File: src/hdl/fpd_defines.svh
`ifndef FPD_DEFINES_SVH
`define FPD_DEFINES_SVH
`define FPD_CP_DATA      4'h1
`define FPD_CP_MULTI     4'h2
`define FPD_DATA_CLASS   4'he
`define FPD_MULTI_CLASS  3'h6
`define FPD_WORD_BYTES   32'h0000_0004
`define FPD_REG_LAST     3'h7
`endif

File: src/hdl/fpd_pkg.sv
package fpd_pkg;
    typedef enum logic [4:0] {
        FPD_ADD   = 5'h00, FPD_MUL   = 5'h02, FPD_SUB   = 5'h04, FPD_RSUB  = 5'h06,
        FPD_DIV   = 5'h08, FPD_RDIV  = 5'h0a, FPD_REM   = 5'h10, FPD_QMUL  = 5'h12,
        FPD_QDIV  = 5'h14, FPD_QRDIV = 5'h16, FPD_MOVE  = 5'h01, FPD_MOVN  = 5'h03,
        FPD_MAG   = 5'h05, FPD_RND   = 5'h07, FPD_SQRT  = 5'h09, FPD_URND  = 5'h1d,
        FPD_NORM  = 5'h1f
    } fpd_op_t;
    typedef enum logic [1:0] {
        FPD_SINGLE = 2'h0, FPD_DOUBLE = 2'h1, FPD_EXTENDED = 2'h2, FPD_BADPREC = 2'h3
    } fpd_prec_t;
    typedef enum logic [1:0] {
        FPD_NEAREST = 2'h0, FPD_PLUS_INF = 2'h1, FPD_MINUS_INF = 2'h2, FPD_ZERO = 2'h3
    } fpd_round_t;
endpackage : fpd_pkg

File: src/hdl/fpd_dec_if.sv
`timescale 1ns/10ps
interface fpd_dec_if;
    logic [31:0]        insn;
    logic               data_hit;
    logic               multi_hit;
    logic [4:0]         opcode;
    logic               legal_op;
    modport decoder (input insn, output data_hit, multi_hit, opcode, legal_op);
    modport user    (output insn, input data_hit, multi_hit, opcode, legal_op);
endinterface : fpd_dec_if

File: src/hdl/fpd_classify.sv
`timescale 1ns/10ps
`include "fpd_defines.svh"
module fpd_classify (
    fpd_dec_if.decoder dec
);
    logic [4:0] op;
    assign op = {dec.insn[23:20], dec.insn[15]};
    assign dec.opcode = op;
    assign dec.data_hit = (dec.insn[27:24] == `FPD_DATA_CLASS) && !dec.insn[4]
                       && (dec.insn[11:8] == `FPD_CP_DATA);
    assign dec.multi_hit = (dec.insn[27:25] == `FPD_MULTI_CLASS)
                        && (dec.insn[11:8] == `FPD_CP_MULTI);
    always_comb begin
        unique case (op)
            5'h00, 5'h02, 5'h04, 5'h06, 5'h08, 5'h0a, 5'h10,
            5'h12, 5'h14, 5'h16,
            5'h01, 5'h03, 5'h05, 5'h07, 5'h09,
            5'h1d, 5'h1f: dec.legal_op = 1'b1;
            default:      dec.legal_op = 1'b0;
        endcase
    end
endmodule : fpd_classify

File: src/hdl/fpd_decoder.sv
`timescale 1ns/10ps
`include "fpd_defines.svh"
module fpd_decoder (
    input  wire logic                i_clk_sys,
    input  wire logic                i_resetn,
    input  wire logic                i_valid,
    input  wire logic [31:0]         i_insn,
    input  wire logic                i_cond_pass,
    input  wire logic [31:0]         i_base_value,
    output logic                     o_done,
    output logic                     o_undef_trap,
    output logic                     o_data_op,
    output fpd_pkg::fpd_op_t         o_opcode,
    output fpd_pkg::fpd_prec_t       o_dest_precision,
    output fpd_pkg::fpd_round_t      o_rounding_mode,
    output logic [2:0]               o_dest_reg,
    output logic [2:0]               o_first_operand_reg,
    output logic [2:0]               o_second_operand_reg,
    output logic                     o_const_valid,
    output logic [31:0]              o_const_value,
    output logic                     o_mem_req,
    output logic                     o_mem_load,
    output logic [31:0]              o_mem_addr,
    output logic [2:0]               o_mem_reg,
    output logic                     o_base_wr,
    output logic [3:0]               o_base_reg,
    output logic [31:0]              o_base_wdata
);
    // ----------------------------------------------------------------
    // Field decode
    // ----------------------------------------------------------------
    fpd_dec_if dec();
    assign dec.insn = i_insn;
    fpd_classify u_classify (
        .dec (dec)
    );
    typedef enum logic [2:0] {
        FPD_IDLE = 3'b001, FPD_XFER = 3'b010, FPD_WB = 3'b100
    } fpd_state_t;
    fpd_state_t  state, next_state;
    logic [3:0]  words, next_words;
    logic [1:0]  wsub, next_wsub;
    logic [31:0] addr, next_addr;
    logic [31:0] wbval, next_wbval;
    logic [2:0]  reg_idx, next_reg_idx;
    logic        is_load, next_is_load;
    logic        wb, next_wb;
    logic [3:0]  breg, next_breg;
    logic        done, next_done, trap, next_trap, dop, next_dop;
    logic [4:0]  opc, next_opc;
    logic [1:0]  prec, next_prec, rnd, next_rnd;
    logic [2:0]  fd, next_fd, fn, next_fn, fm, next_fm;
    logic        cv, next_cv;
    logic [31:0] cval, next_cval;
    logic        mreq, next_mreq;
    logic        bwr, next_bwr;
    logic [31:0] offset;
    logic [31:0] moved;
    logic [2:0]  count;
    function automatic logic [31:0] const_of(input logic [2:0] sel);
        // Single-precision bit patterns; wider formats are built downstream
        unique case (sel)
            3'h0:    const_of = 32'h0000_0000;
            3'h1:    const_of = 32'h3f80_0000;
            3'h2:    const_of = 32'h4000_0000;
            3'h3:    const_of = 32'h4040_0000;
            3'h4:    const_of = 32'h4080_0000;
            3'h5:    const_of = 32'h40a0_0000;
            3'h6:    const_of = 32'h3f00_0000;
            default: const_of = 32'h4120_0000;
        endcase
    endfunction : const_of
    // Count bits 22,15: 00 means four
    assign count = {~i_insn[22] & ~i_insn[15], i_insn[22], i_insn[15]};
    assign offset = {22'h00_0000, i_insn[7:0], 2'h0};
    // U (bit 23)=1 adds the word offset to the base, U=0 subtracts it
    assign moved = i_insn[23] ? i_base_value + offset : i_base_value - offset;
    // ----------------------------------------------------------------
    // Next state
    // ----------------------------------------------------------------
    always_comb begin
        next_state = state; next_words = words; next_wsub = wsub; next_addr = addr;
        next_wbval = wbval; next_reg_idx = reg_idx; next_is_load = is_load; next_wb = wb;
        next_breg = breg; next_done = 1'b0; next_trap = 1'b0; next_dop = 1'b0;
        next_opc = opc; next_prec = prec; next_rnd = rnd; next_fd = fd; next_fn = fn;
        next_fm = fm; next_cv = cv; next_cval = cval; next_mreq = 1'b0; next_bwr = 1'b0;
        unique case (state)
            FPD_IDLE: begin
                if (i_valid && !i_cond_pass) begin
                    next_done = 1'b1;
                end else if (i_valid && dec.data_hit) begin
                    next_opc  = dec.opcode;
                    next_prec = {i_insn[19], i_insn[7]};
                    next_rnd  = i_insn[6:5];
                    next_fd   = i_insn[14:12];
                    next_fn   = i_insn[18:16];
                    next_fm   = i_insn[2:0];
                    next_cv   = i_insn[3];
                    next_cval = const_of(i_insn[2:0]);
                    next_trap = !dec.legal_op || ({i_insn[19], i_insn[7]} == 2'h3);
                    next_dop  = !next_trap;
                    next_done = 1'b1;
                end else if (i_valid && dec.multi_hit) begin
                    next_is_load = i_insn[20];
                    next_wb      = i_insn[21];
                    next_breg    = i_insn[19:16];
                    next_reg_idx = i_insn[14:12];
                    next_words   = {1'b0, count} * 4'h3;
                    next_wsub    = 2'h0;
                    next_wbval   = moved;
                    // Transfers climb upward; a down-stack starts at base minus offset
                    next_addr    = (i_insn[24] || !i_insn[23]) ? moved : i_base_value;
                    next_state   = FPD_XFER;
                end else if (i_valid) begin
                    next_trap = 1'b1;
                    next_done = 1'b1;
                end
            end
            FPD_XFER: begin
                // Three opaque words per register keep an unnormalized round result exact
                next_mreq  = 1'b1;
                next_addr  = addr + `FPD_WORD_BYTES;
                next_words = words - 4'h1;
                next_wsub  = (wsub == 2'h2) ? 2'h0 : wsub + 2'h1;
                if (wsub == 2'h2) begin
                    next_reg_idx = reg_idx + 3'h1;
                end
                if (words == 4'h1) begin
                    next_state = FPD_WB;
                end
            end
            FPD_WB: begin
                next_bwr   = wb;
                next_done  = 1'b1;
                next_state = FPD_IDLE;
            end
            default: next_state = FPD_IDLE;
        endcase
    end
    // ----------------------------------------------------------------
    // Registers
    // ----------------------------------------------------------------
    always_ff @(posedge i_clk_sys) begin
        if (!i_resetn) begin
            state <= FPD_IDLE; words <= 4'h0; wsub <= 2'h0; addr <= 32'h0000_0000;
            wbval <= 32'h0000_0000; reg_idx <= 3'h0; is_load <= 1'b0; wb <= 1'b0;
            breg <= 4'h0; done <= 1'b0; trap <= 1'b0; dop <= 1'b0; opc <= 5'h00;
            prec <= 2'h0; rnd <= 2'h0; fd <= 3'h0; fn <= 3'h0; fm <= 3'h0; cv <= 1'b0;
            cval <= 32'h0000_0000; mreq <= 1'b0; bwr <= 1'b0;
            o_mem_addr <= 32'h0000_0000; o_mem_reg <= 3'h0;
        end else begin
            state <= next_state; words <= next_words; wsub <= next_wsub; addr <= next_addr;
            wbval <= next_wbval; reg_idx <= next_reg_idx; is_load <= next_is_load;
            wb <= next_wb; breg <= next_breg; done <= next_done; trap <= next_trap;
            dop <= next_dop; opc <= next_opc; prec <= next_prec; rnd <= next_rnd;
            fd <= next_fd; fn <= next_fn; fm <= next_fm; cv <= next_cv; cval <= next_cval;
            mreq <= next_mreq; bwr <= next_bwr;
            o_mem_addr <= addr; o_mem_reg <= reg_idx;
        end
    end
    assign o_done = done;
    assign o_undef_trap = trap;
    assign o_data_op = dop;
    assign o_opcode = fpd_pkg::fpd_op_t'(opc);
    assign o_dest_precision = fpd_pkg::fpd_prec_t'(prec);
    assign o_rounding_mode = fpd_pkg::fpd_round_t'(rnd);
    assign o_dest_reg = fd;
    assign o_first_operand_reg = fn;
    assign o_second_operand_reg = fm;
    assign o_const_valid = cv;
    assign o_const_value = cval;
    assign o_mem_req = mreq;
    assign o_mem_load = is_load;
    assign o_base_wr = bwr;
    assign o_base_reg = breg;
    assign o_base_wdata = wbval;
    // ----------------------------------------------------------------
    // Checks
    // ----------------------------------------------------------------
    a_cond_fail_quiet: assert property (@(posedge i_clk_sys) disable iff (!i_resetn)
        state == FPD_IDLE && i_valid && !i_cond_pass |=> !o_data_op && !o_undef_trap && !o_mem_req)
        else $error("failed condition had side effects");
    a_prec_trap: assert property (@(posedge i_clk_sys) disable iff (!i_resetn)
        state == FPD_IDLE && i_valid && i_cond_pass && dec.data_hit && i_insn[19] && i_insn[7]
        |=> o_undef_trap)
        else $error("precision 11 did not trap");
    a_reserved_trap: assert property (@(posedge i_clk_sys) disable iff (!i_resetn)
        state == FPD_IDLE && i_valid && i_cond_pass && dec.data_hit
        && {i_insn[23:20], i_insn[15]} == 5'h1a |=> o_undef_trap)
        else $error("reserved opcode did not trap");
    a_add_legal: assert property (@(posedge i_clk_sys) disable iff (!i_resetn)
        state == FPD_IDLE && i_valid && i_cond_pass && dec.data_hit && !i_insn[19]
        && {i_insn[23:20], i_insn[15]} == 5'h00 |=> o_data_op && o_opcode == fpd_pkg::FPD_ADD)
        else $error("add not decoded");
    a_const_one: assert property (@(posedge i_clk_sys) disable iff (!i_resetn)
        state == FPD_IDLE && i_valid && i_cond_pass && dec.data_hit && i_insn[3:0] == 4'h9
        |=> o_const_valid && o_const_value == 32'h3f80_0000)
        else $error("constant 1.0 wrong");
    a_addr_step: assert property (@(posedge i_clk_sys) disable iff (!i_resetn)
        o_mem_req ##1 o_mem_req |-> o_mem_addr == $past(o_mem_addr) + 32'h0000_0004)
        else $error("address step not one word");
    a_wb_follows: assert property (@(posedge i_clk_sys) disable iff (!i_resetn)
        o_base_wr |-> o_done && $past(wb))
        else $error("base written without write-back bit");
    a_one_reg_words: assert property (@(posedge i_clk_sys) disable iff (!i_resetn)
        state == FPD_IDLE && i_valid && i_cond_pass && dec.multi_hit && !i_insn[22] && i_insn[15]
        |=> ##1 o_mem_req [*3] ##1 !o_mem_req)
        else $error("one register did not move three words");
    c_data_op: cover property (@(posedge i_clk_sys) o_data_op);
    c_trap: cover property (@(posedge i_clk_sys) o_undef_trap);
    c_base_wr: cover property (@(posedge i_clk_sys) o_base_wr);
endmodule : fpd_decoder

File: config.mk
export PLATFORM = sky130hd
export DESIGN_NAME = fpd_decoder
export DESIGN_NICKNAME = d
export VERILOG_FILES = /design/src/hdl/fpd_pkg.sv /design/src/hdl/fpd_dec_if.sv /design/src/hdl/fpd_classify.sv /design/src/hdl/fpd_decoder.sv
export VERILOG_INCLUDE_DIRS = /design/src /design/src/hdl
export SDC_FILE = /design/constraint.sdc
export NUM_CORES = 1
export LEC_CHECK = 0
export ABC_AREA = 1
export BUFFER_PORTS_ARGS = -buffer_cell sky130_fd_sc_hd__buf_2
export CORE_ASPECT_RATIO = 1.75
export CORE_MARGIN = 5
export CORE_UTILIZATION = 55
export DETAILED_ROUTE_END_ITERATION = 16
export PLACE_DENSITY = 0.88
export SKIP_CTS_REPAIR_TIMING = 1
export SYNTH_ARGS = -nofsm -noshare
export SYNTH_HDL_FRONTEND = slang
export SYNTH_SLANG_ARGS = --single-unit
File: constraint.sdc
create_clock -name i_clk_sys -period 6.45 [get_ports i_clk_sys]
set_clock_uncertainty 0.15 [all_clocks]
set_input_delay 0.3225 -clock i_clk_sys [delete_from_list [all_inputs] [get_ports i_clk_sys]]
set_output_delay 0.3225 -clock i_clk_sys [all_outputs]
set_load 0.02 [all_outputs]
==> flow_summary.ini, run 1 <==
[clock_tree]
clk_pin_slew_ns = 0.07
cts.sinks = 147
clock-root-buffer = clkbuf_16
clk_path_buf_depth = 2
htree_num_levels = 4
cts_tree = yes
cts_buffers = 17
clock_latency_ns = 0.43

[setup_path]
crit_arrival_ns = 3.27
worst_path_largest_cell_delay_ns = 0.65
cpLargestDelayFamily = simple AND/OR/NAND/NOR gates
end_kind = flip-flop
rrSetupSlack_ns = 3.41
required_ns = 6.63
cp-start-kind = input pin
path_cells = buf_2 -> inv_1 -> ha_1 -> a21oi_1 -> ha_1 -> nand2_1 -> nor2_1 -> inv_1 -> nor2_1 -> and2_1 -> nand2_1 -> nand3_1 -> nand3_1 -> nand2_1 -> nand3_1 -> nand2_1 -> inv_1
crit_fanout = 6
worst-path-buf-inv = 4
ff2ff_path_depth = 7
crit_slowest_cell = a21oi_1
r2r-end = addr[19]
crit_type = input pin to flip-flop
critical_path.most_common_cell = nand2_1
r2r_start = state[2]

[timing]
hold_viol = 0
period_share_pct = 48.0
slew_violations = 0
max_freq_mhz = 323
tns_ns = 0
rsz0062_at_grt = no
slew_headroom_pct = 27.7
tightest_slew_ns = 1.08
fin_crit_ns = 3.10
setup-violations-final = 0

[hold_path]
hold_path_depth = 3
min_path_type = input pin to flip-flop
min_from = i_insn[17]
hold-path-endpoint = o_base_reg[1]

[floorplanning]
die-area_mm2 = 0.0193
start_util_pct = 55.6
rows = 62
die_w_um = 107
die_h_um = 180
coreArea_mm2 = 0.0164
ioPinCount = 196

[yosys]
synth_cell_type_count = 47
ys_warn_count = 0
syn_inst = 1374
synth_area_per_cell_um2 = 6.62
synth_top_area_cell = dfxtp_1
netlist_area_mm2 = 0.00910
ys_top_cells_by_area = dfxtp_1, nand2_1, inv_1
synth_top_area_share_pct = 32.3
seq_area_frac_synth_pct = 32.3
ys_ff_latch = 147

[drt]
viasPerCell = 5.52
drc = 0
detail_route.iter0.violations = 714
wirelength_um = 28400
routedWlPerCell_um = 16.2
ant_nets = 0
dr.pass1.iters = 6
vias = 9659

[finish]
layout_commonest_cell = nand2_1
fin_cells = 1750
layout.nets = 1621
layout_common_cells = nand2_1, inv_1, buf_2
final_layout_size_suffix_gt1_share_pct = 15.6
syn_to_final_growth_pct = 15.4

[pwr]
irDropWorstVdd_mv = 0.180
powerDensity_mw_per_mm2 = 223
p_leak_nw = 5.49

[outcome]
status = completed

[grt]
grt_usage_pct = 29.5
grt_pass1_vias = 9351
grt_pass1_wl_um = 45700
grt_start_max_net_pins = 99
grt_overflow = 0
grt_antenna_before_repair = 2

[place]
dp_cells = 1716
portBuffers = 169
dp_hpwl_um = 21100
place.gp.congestion = 0.970

[flow_run]
max_cap_viol_count = 0
## stage by stage
step | power, mW | utilization (%) | cell area [um^2] | hold WS (ns) | setup WS, ns
2_1_floorplan | 1.22 | - | 9180 | 0.255 | 3.91
3_3_place_gp | 1.31 | 60.4 | 9890 | 0.261 | 3.01
3_5_place_dp | 1.32 | 60.4 | 9890 | 0.268 | 3.00
4_1_cts | 2.34 | 64.1 | 10500 | -0.00538 | 3.41
5_1_grt | 2.43 | 64.2 | 10500 | 0.00888 | 3.14
6_report | 2.34 | 64.2 | 10500 | 0.000991 | 3.35
## Yosys cell counts (all sizes together)
| master | count |
|---|---|
| nand4 | 19 |
| a211oi | 21 |
| nor2 | 129 |
| o211ai | 24 |
| buf | 55 |
| clkinv | 1 |
| a31oi | 7 |
| o21ai | 101 |
| a22oi | 3 |
| nor3b | 1 |
| o21a | 3 |
| o221ai | 1 |
| nand2 | 335 |
| nand3 | 84 |
| a21o | 1 |
| and2 | 4 |
| fa | 1 |
| or2 | 4 |
| a2111oi | 1 |
| a31o | 1 |
| nor3 | 22 |
| xnor2 | 15 |
| o22ai | 2 |
| dfxtp | 147 |
| o211a | 1 |
| nand3b | 2 |
| conb | 1 |
| inv | 206 |
| xor2 | 16 |
| clkbuf | 21 |
| a21oi | 96 |
| o21bai | 8 |
| ha | 41 |
## kinds of logic (layout without fill, tap and decap cells)
group,Yosys count,count (layout),synth area share [%]
buffers and inverters,283,412,13.5
adders and majority gates,42,42,5.86
other,1,24,0.0412
and+or+nand+nor,600,600,28.4
AOI/OAI and AO/OA,270,270,16.9
DFF,147,147,32.3
xor gates and xnor gates,31,31,2.98
## layout make-up
type,instances,area [um^2]
repair buffers,173,876
flip-flops and latches,147,2940
clock inverters,14,166
multi-input cells,965,5010
well taps,224,280
fillers,1478,5870
diodes,2,5.00
inverters,207,777
clock buffers,18,439
## routing by layer
metal | vias up | wire length (um) | global-route usage [%]
met4 | 0 | 2290 | 20.8
met1 | 4369 | 9990 | 31.2
met2 | 473 | 14200 | 52.0
li1 | 4671 | - | -
met5 | - | 0 | 0
met3 | 146 | 1890 | 4.37
## how the worst max path moves through the flow
stage	from	to	slack, ns	cells past startpoint
2_1_floorplan	i_insn[3]	addr[20]	3.91	17
3_3_place_gp	i_insn[0]	addr[29]	3.01	17
3_5_place_dp	i_insn[0]	addr[29]	3.00	17
4_1_cts	i_insn[0]	addr[29]	3.41	17
5_1_grt	state[2]	words[3]	3.14	7
6_report	i_insn[0]	addr[29]	3.35	17
## where the power goes
part	switching (mW)	internal, mW	total, mW
registers	0.00236	0.911	0.913
logic	0.276	0.126	0.402
clock network	0.433	0.593	1.03
## worst min-delay path: cells and delay by family
family                 cells  cell delay, ns
buffers and inverters      2            0.16
AOI/OAI and AO/OA          1            0.06
No activity file was read; power rests on OpenSTA's default activity.
==> inputs of run 2 (changes only) <==
- clock period: 6.45 -> 3.2 ns (I/O delays scaled with it)
==> run 2 against run 1 <==
Against the previous run: the flow now finishes with violations (negative hold slack); register-to-register slack got worse by 2.5 ns; total power is 100% higher; non-clock buffer count grew 54; design area increased by 4.3%.
==> flow_summary.ini, run 2 (same netlist as run 1, synthesis figures left out) <==
[clock_tree]
cts_tree = yes
clock_latency_ns = 0.43
clk_pin_slew_ns = 0.07
clock-root-buffer = clkbuf_16
cts_buffers = 17
clk_path_buf_depth = 2
htree_num_levels = 4
cts.sinks = 147

[finish]
layout_commonest_cell = nand2_1
nFillCells = 1414
syn_to_final_growth_pct = 20.4
layout.nets = 1675
layout_common_cells = nand2_1, inv_1, buf_2
final_layout_size_suffix_gt1_share_pct = 17.2

[place]
portBuffers = 169
place.gp.congestion = 0.976
dp_hpwl_um = 21800
dp_slack_ns = 0.0692

[grt]
grt_pass1_wl_um = 46000
grt_pass1_vias = 9460
grt_antenna_before_repair = 2
grt_start_max_net_pins = 74
grt_usage_pct = 29.7
grt_overflow = 0

[timing]
rsz0062_at_grt = no
slew_headroom_pct = 41.1
hold_ws_ns = -0.0339
hold_viol = 3
setup-violations-final = 0
tns_ns = 0
slew_violations = 0
max_freq_mhz = 365
fin_crit_ns = 2.74
tightest_slew_ns = 0.880
finalWorstSetupSlack_ns = 0.463
period_share_pct = 85.5

[setup_path]
crit_slowest_cell = nor3_1
rrSetupSlack_ns = 0.90
crit_start = i_insn[1]
r2r-end = addr[17]
end_kind = flip-flop
crit_fanout = 7
worst-path-buf-inv = 4
crit_arrival_ns = 2.92
r2r_start = state[1]
critical_path.most_common_cell = nand2_1
ff2ff_path_depth = 6
crit_type = input pin to flip-flop
cpLargestDelayFamily = simple AND/OR/NAND/NOR gates
worst_setup_path_endpoint = addr[29]
required_ns = 3.38
cp-start-kind = input pin
worst_path_largest_cell_delay_ns = 0.37
path_cells = buf_2 -> inv_1 -> nand4_1 -> nand2_1 -> nand2_1 -> buf_4 -> ha_1 -> nand2_1 -> nor3_1 -> and2_1 -> nand2_1 -> nand3_1 -> nand3_1 -> nand2_1 -> nand3_1 -> nand2_1 -> inv_1
cp.depth = 17

[floorplanning]
die-area_mm2 = 0.0193
start_util_pct = 55.6
coreArea_mm2 = 0.0164
die_w_um = 107
die_h_um = 180
rows = 62
ioPinCount = 196

[drt]
viasPerCell = 5.48
vias = 9880
detail_route.iter0.violations = 711
dr.pass1.iters = 5
drc = 0
ant_nets = 0
routedWlPerCell_um = 16.3
wirelength_um = 29400

[outcome]
failed_checks = negative hold slack
status = finished with violations

[flow_run]
max_cap_viol_count = 0

[pwr]
p_leak_nw = 5.73
powerDensity_mw_per_mm2 = 432
irDropWorstVdd_mv = 0.324
fin_total_pwr_mw = 4.73

[hold_path]
min_path_type = input pin to flip-flop
==> run 2: cell types whose count changed in the layout (fill, tap and decap cells not counted), sizes merged <==
cell         delta
bufinv          -1
inv             +1
buf            +34
clkbuf          -1
clkinv          +1
dlygate4sd3    +20
==> run 2: worst register-to-register path: stages, from the launching register on <==
cell	delay, ns
dfxtp_1	0.41
nand3_1	0.31
inv_1	0.32
o21ai_0	0.17
nor2_2	0.50
inv_2	0.14
a22oi_1	0.21
==> run 2: how the worst min path moves through the flow <==
stage	cells after the start	slack (ns)	start	to
5_1_grt	3	0.004	i_base_value[13]	addr[13]
4_1_cts	3	-0.18	i_insn[18]	o_base_reg[2]
6_report	5	-0.03	i_insn[10]	o_undef_trap
3_3_place_gp	2	0.26	addr[1]	o_mem_addr[1]
3_5_place_dp	3	0.27	i_insn[18]	o_base_reg[2]
2_1_floorplan	2	0.16	i_insn[3]	o_const_valid
==> run 2: cell type report <==
cell class                      count  area [um^2]  share of cell area [%]
Antenna cell                        2         5.00                  0.0457
Clock buffer                       17          425                    3.88
Clock inverter                     15          164                    1.50
Inverter                          207          777                    7.09
Multi-Input combinational cell    965         5010                    45.8
Sequential cell                   147         2940                    26.9
Tap cell                          224          280                    2.56
Timing Repair Buffer              227         1340                    12.3
==> run 2: layer usage <==
metal  vias up  routed length [um]  global-route usage [%]
li1       4775                   -                       -
met5         -                   0                       0
met1      4496               10600                    32.1
met3       135                1860                    4.30
met2       474               15100                    53.9
met4         0                1820                    16.6
==> run 2: through the flow <==
step | cells | instance area, um^2 | utilization [%]
floorplan | 1395 | 9180 | -
global placement | 1750 | 10200 | 62.1
detailed placement | 1750 | 10200 | 62.1
CTS | 1782 | 10700 | 65.7
global route | 1804 | 11000 | 66.9
finish | 1804 | 11000 | 66.9
==> run 2: report_power, final <==
group	internal [mW]	total (mW)	switching [mW]
logic	0.312	0.886	0.575
clock network	1.10	2.00	0.895
registers	1.84	1.84	0.00480
total	3.25	4.73	1.47
==> inputs of run 3 (changes only) <==
- BUFFER_PORTS_ARGS: -buffer_cell sky130_fd_sc_hd__buf_2 -> -buffer_cell sky130_fd_sc_hd__buf_4
==> run 3 against run 2 <==
Against the previous run: the run still ends with negative hold slack left; hold slack lost 0.0045 ns; core utilization grew 2.5 points; sequential share of layout area shrank 0.98 points; first-iteration DRC count shrank 14%; fmax shrank 0.68%; critical path depth is the same; non-clock buffer count is the same; die area is the same; register-to-register slack lost 0.10 ns; sequential power is essentially flat.
==> flow_summary.ini, run 3 (same netlist as run 1, synthesis figures left out) <==
[grt]
grt_overflow = 0
grt_antenna_before_repair = 0
use_met2_pct = 54.0
grt_pass1_wl_um = 45600
grt_use_met1_pct = 30.7
grt_pass1_vias = 9338
grt_busiest_layer = met2
grt_usage_pct = 29.6
grt_start_max_net_pins = 69
grtUsageMet3_pct = 4.66

[floorplanning]
rows = 62
die_w_um = 107
coreArea_mm2 = 0.0164
die_h_um = 180
ioPinCount = 196
die-area_mm2 = 0.0193
start_util_pct = 55.6

[pwr]
p_leak_nw = 5.77
clkPwrFrac_pct = 42.2
p_int_mw = 3.27
pwr-share-comb_pct = 19.1
seqPwrFrac_pct = 38.7
switchingPower_mw = 1.48
powerDensity_mw_per_mm2 = 418
sw_frac_of_total_pct = 31.1
irDropWorstVdd_mv = 0.380

[finish]
syn_to_final_growth_pct = 24.9
layout_commonest_cell = nand2_1
antenna_cells = 0
final_layout_size_suffix_gt1_share_pct = 17.2
layout_common_cells = nand2_1, buf_4, inv_1
layout.nets = 1675

[outcome]
failed_checks = negative hold slack
status = finished with violations

[timing]
fin_crit_ns = 2.76
slew_headroom_pct = 37.5
hold_viol = 1
max_freq_mhz = 363
slew_violations = 0
period_share_pct = 86.1
hold_ws_ns = -0.0384
tns_ns = 0
setup-violations-final = 0
tightest_slew_ns = 0.937
rsz0062_at_grt = no

[drt]
detail_route.iter0.violations = 611
dr.pass1.iters = 5
drc = 0
wirelength_um = 29600
ant_nets = 0
vias = 9816
routedWlPerCell_um = 16.4
viasPerCell = 5.45

[clock_tree]
cts_tree = yes
clk_pin_slew_ns = 0.07
cts.sinks = 147
clk_path_buf_depth = 2
clock_latency_ns = 0.43
clock-root-buffer = clkbuf_16
htree_num_levels = 4
cts_buffers = 17

[setup_path]
crit_slowest_cell = ha_1
cp-start-kind = input pin
crit_arrival_ns = 2.93
end_kind = flip-flop
crit_type = input pin to flip-flop
path_cells = buf_4 -> nor2_1 -> nand4_1 -> nor3_1 -> ha_1 -> nand2_1 -> o21ai_0 -> ha_1 -> nand2_1 -> nor2_1 -> nand3_1 -> nand3b_1 -> nand2_1 -> nand3_1 -> nand3_1 -> o211ai_1 -> inv_1
rrSetupSlack_ns = 0.80
crit_fanout = 4
worst_path_largest_cell_delay_ns = 0.37
required_ns = 3.37

[place]
portBuffers = 169
place.gp.congestion = 0.962
dp_hpwl_um = 22300

[flow_run]
max_cap_viol_count = 0

[hold_path]
min_path_type = input pin to flip-flop
==> run 3: cell count changes in the layout (fill, tap and decap cells not counted) <==
cell           change
buf_4            +170
buf_2            -169
diode_2            -2
inv_8              +2
clkinv_2           -1
clkinv_8           -1
clkinvlp_4         +1
dlygate4sd3_1      -1
inv_6              -1
==> run 3: path summary, 6_finish.rpt <==
path	startpoint	to	cells past startpoint
setup / recovery	i_insn[3]	o_base_wdata[28]	17
hold / removal	i_insn[11]	o_undef_trap	5
setup reg to reg	state[2]	addr[19]	7
hold reg to reg	wb	o_base_wr	2
==> run 3: layer usage <==
metal  vias to the layer above  share of wire [%]  wire length (um)
li1                       4779                  -                 -
met1                      4469                 35             10400
met2                       437                 52             15300
met3                       131                6.2              1840
met4                         0                6.9              2040
met5                         -                  0                 0
==> run 3: final cells by class <==
cell class | instances | area [um^2]
Multi-Input combinational cell | 965 | 5010
Fill cell | 1355 | 5000
Timing Repair Buffer | 227 | 1760
Tap cell | 224 | 280
Clock inverter | 15 | 164
Inverter | 207 | 777
Sequential cell | 147 | 2940
Clock buffer | 17 | 425
==> run 3: power by group through the flow <==
stage               logic (mW)  clock network, mW  registers (mW)
finish                   0.909               2.01            1.84
global route             0.997               2.12            1.84
CTS                      0.868               2.02            1.84
detailed placement       0.862                  0            1.88
global placement         0.852                  0            1.88
floorplan                0.566                  0            1.89
==> run 3: per-stage QoR <==
step | total power [mW] | instance area (um^2) | std cells | utilization [%] | worst slack (ns)
after floorplan | 2.45 | 9180 | 1395 | - | 0.819
after global placement | 2.73 | 10600 | 1751 | 64.7 | 0.219
after detailed placement | 2.74 | 10600 | 1751 | 64.7 | 0.0700
after CTS | 4.73 | 11200 | 1783 | 68.3 | 0.491
after global routing | 4.95 | 11400 | 1802 | 69.5 | 0.208
final | 4.76 | 11400 | 1802 | 69.5 | 0.444
==> run 3: critical path: cells and delay by family <==
kind / cells / cell delay, ns
AO/OA/AOI/OAI: 2 / 0.21
buffers and inverters: 2 / 0.17
AND/OR/NAND/NOR: 11 / 1.77
adder cells (fa/ha/maj): 2 / 0.64
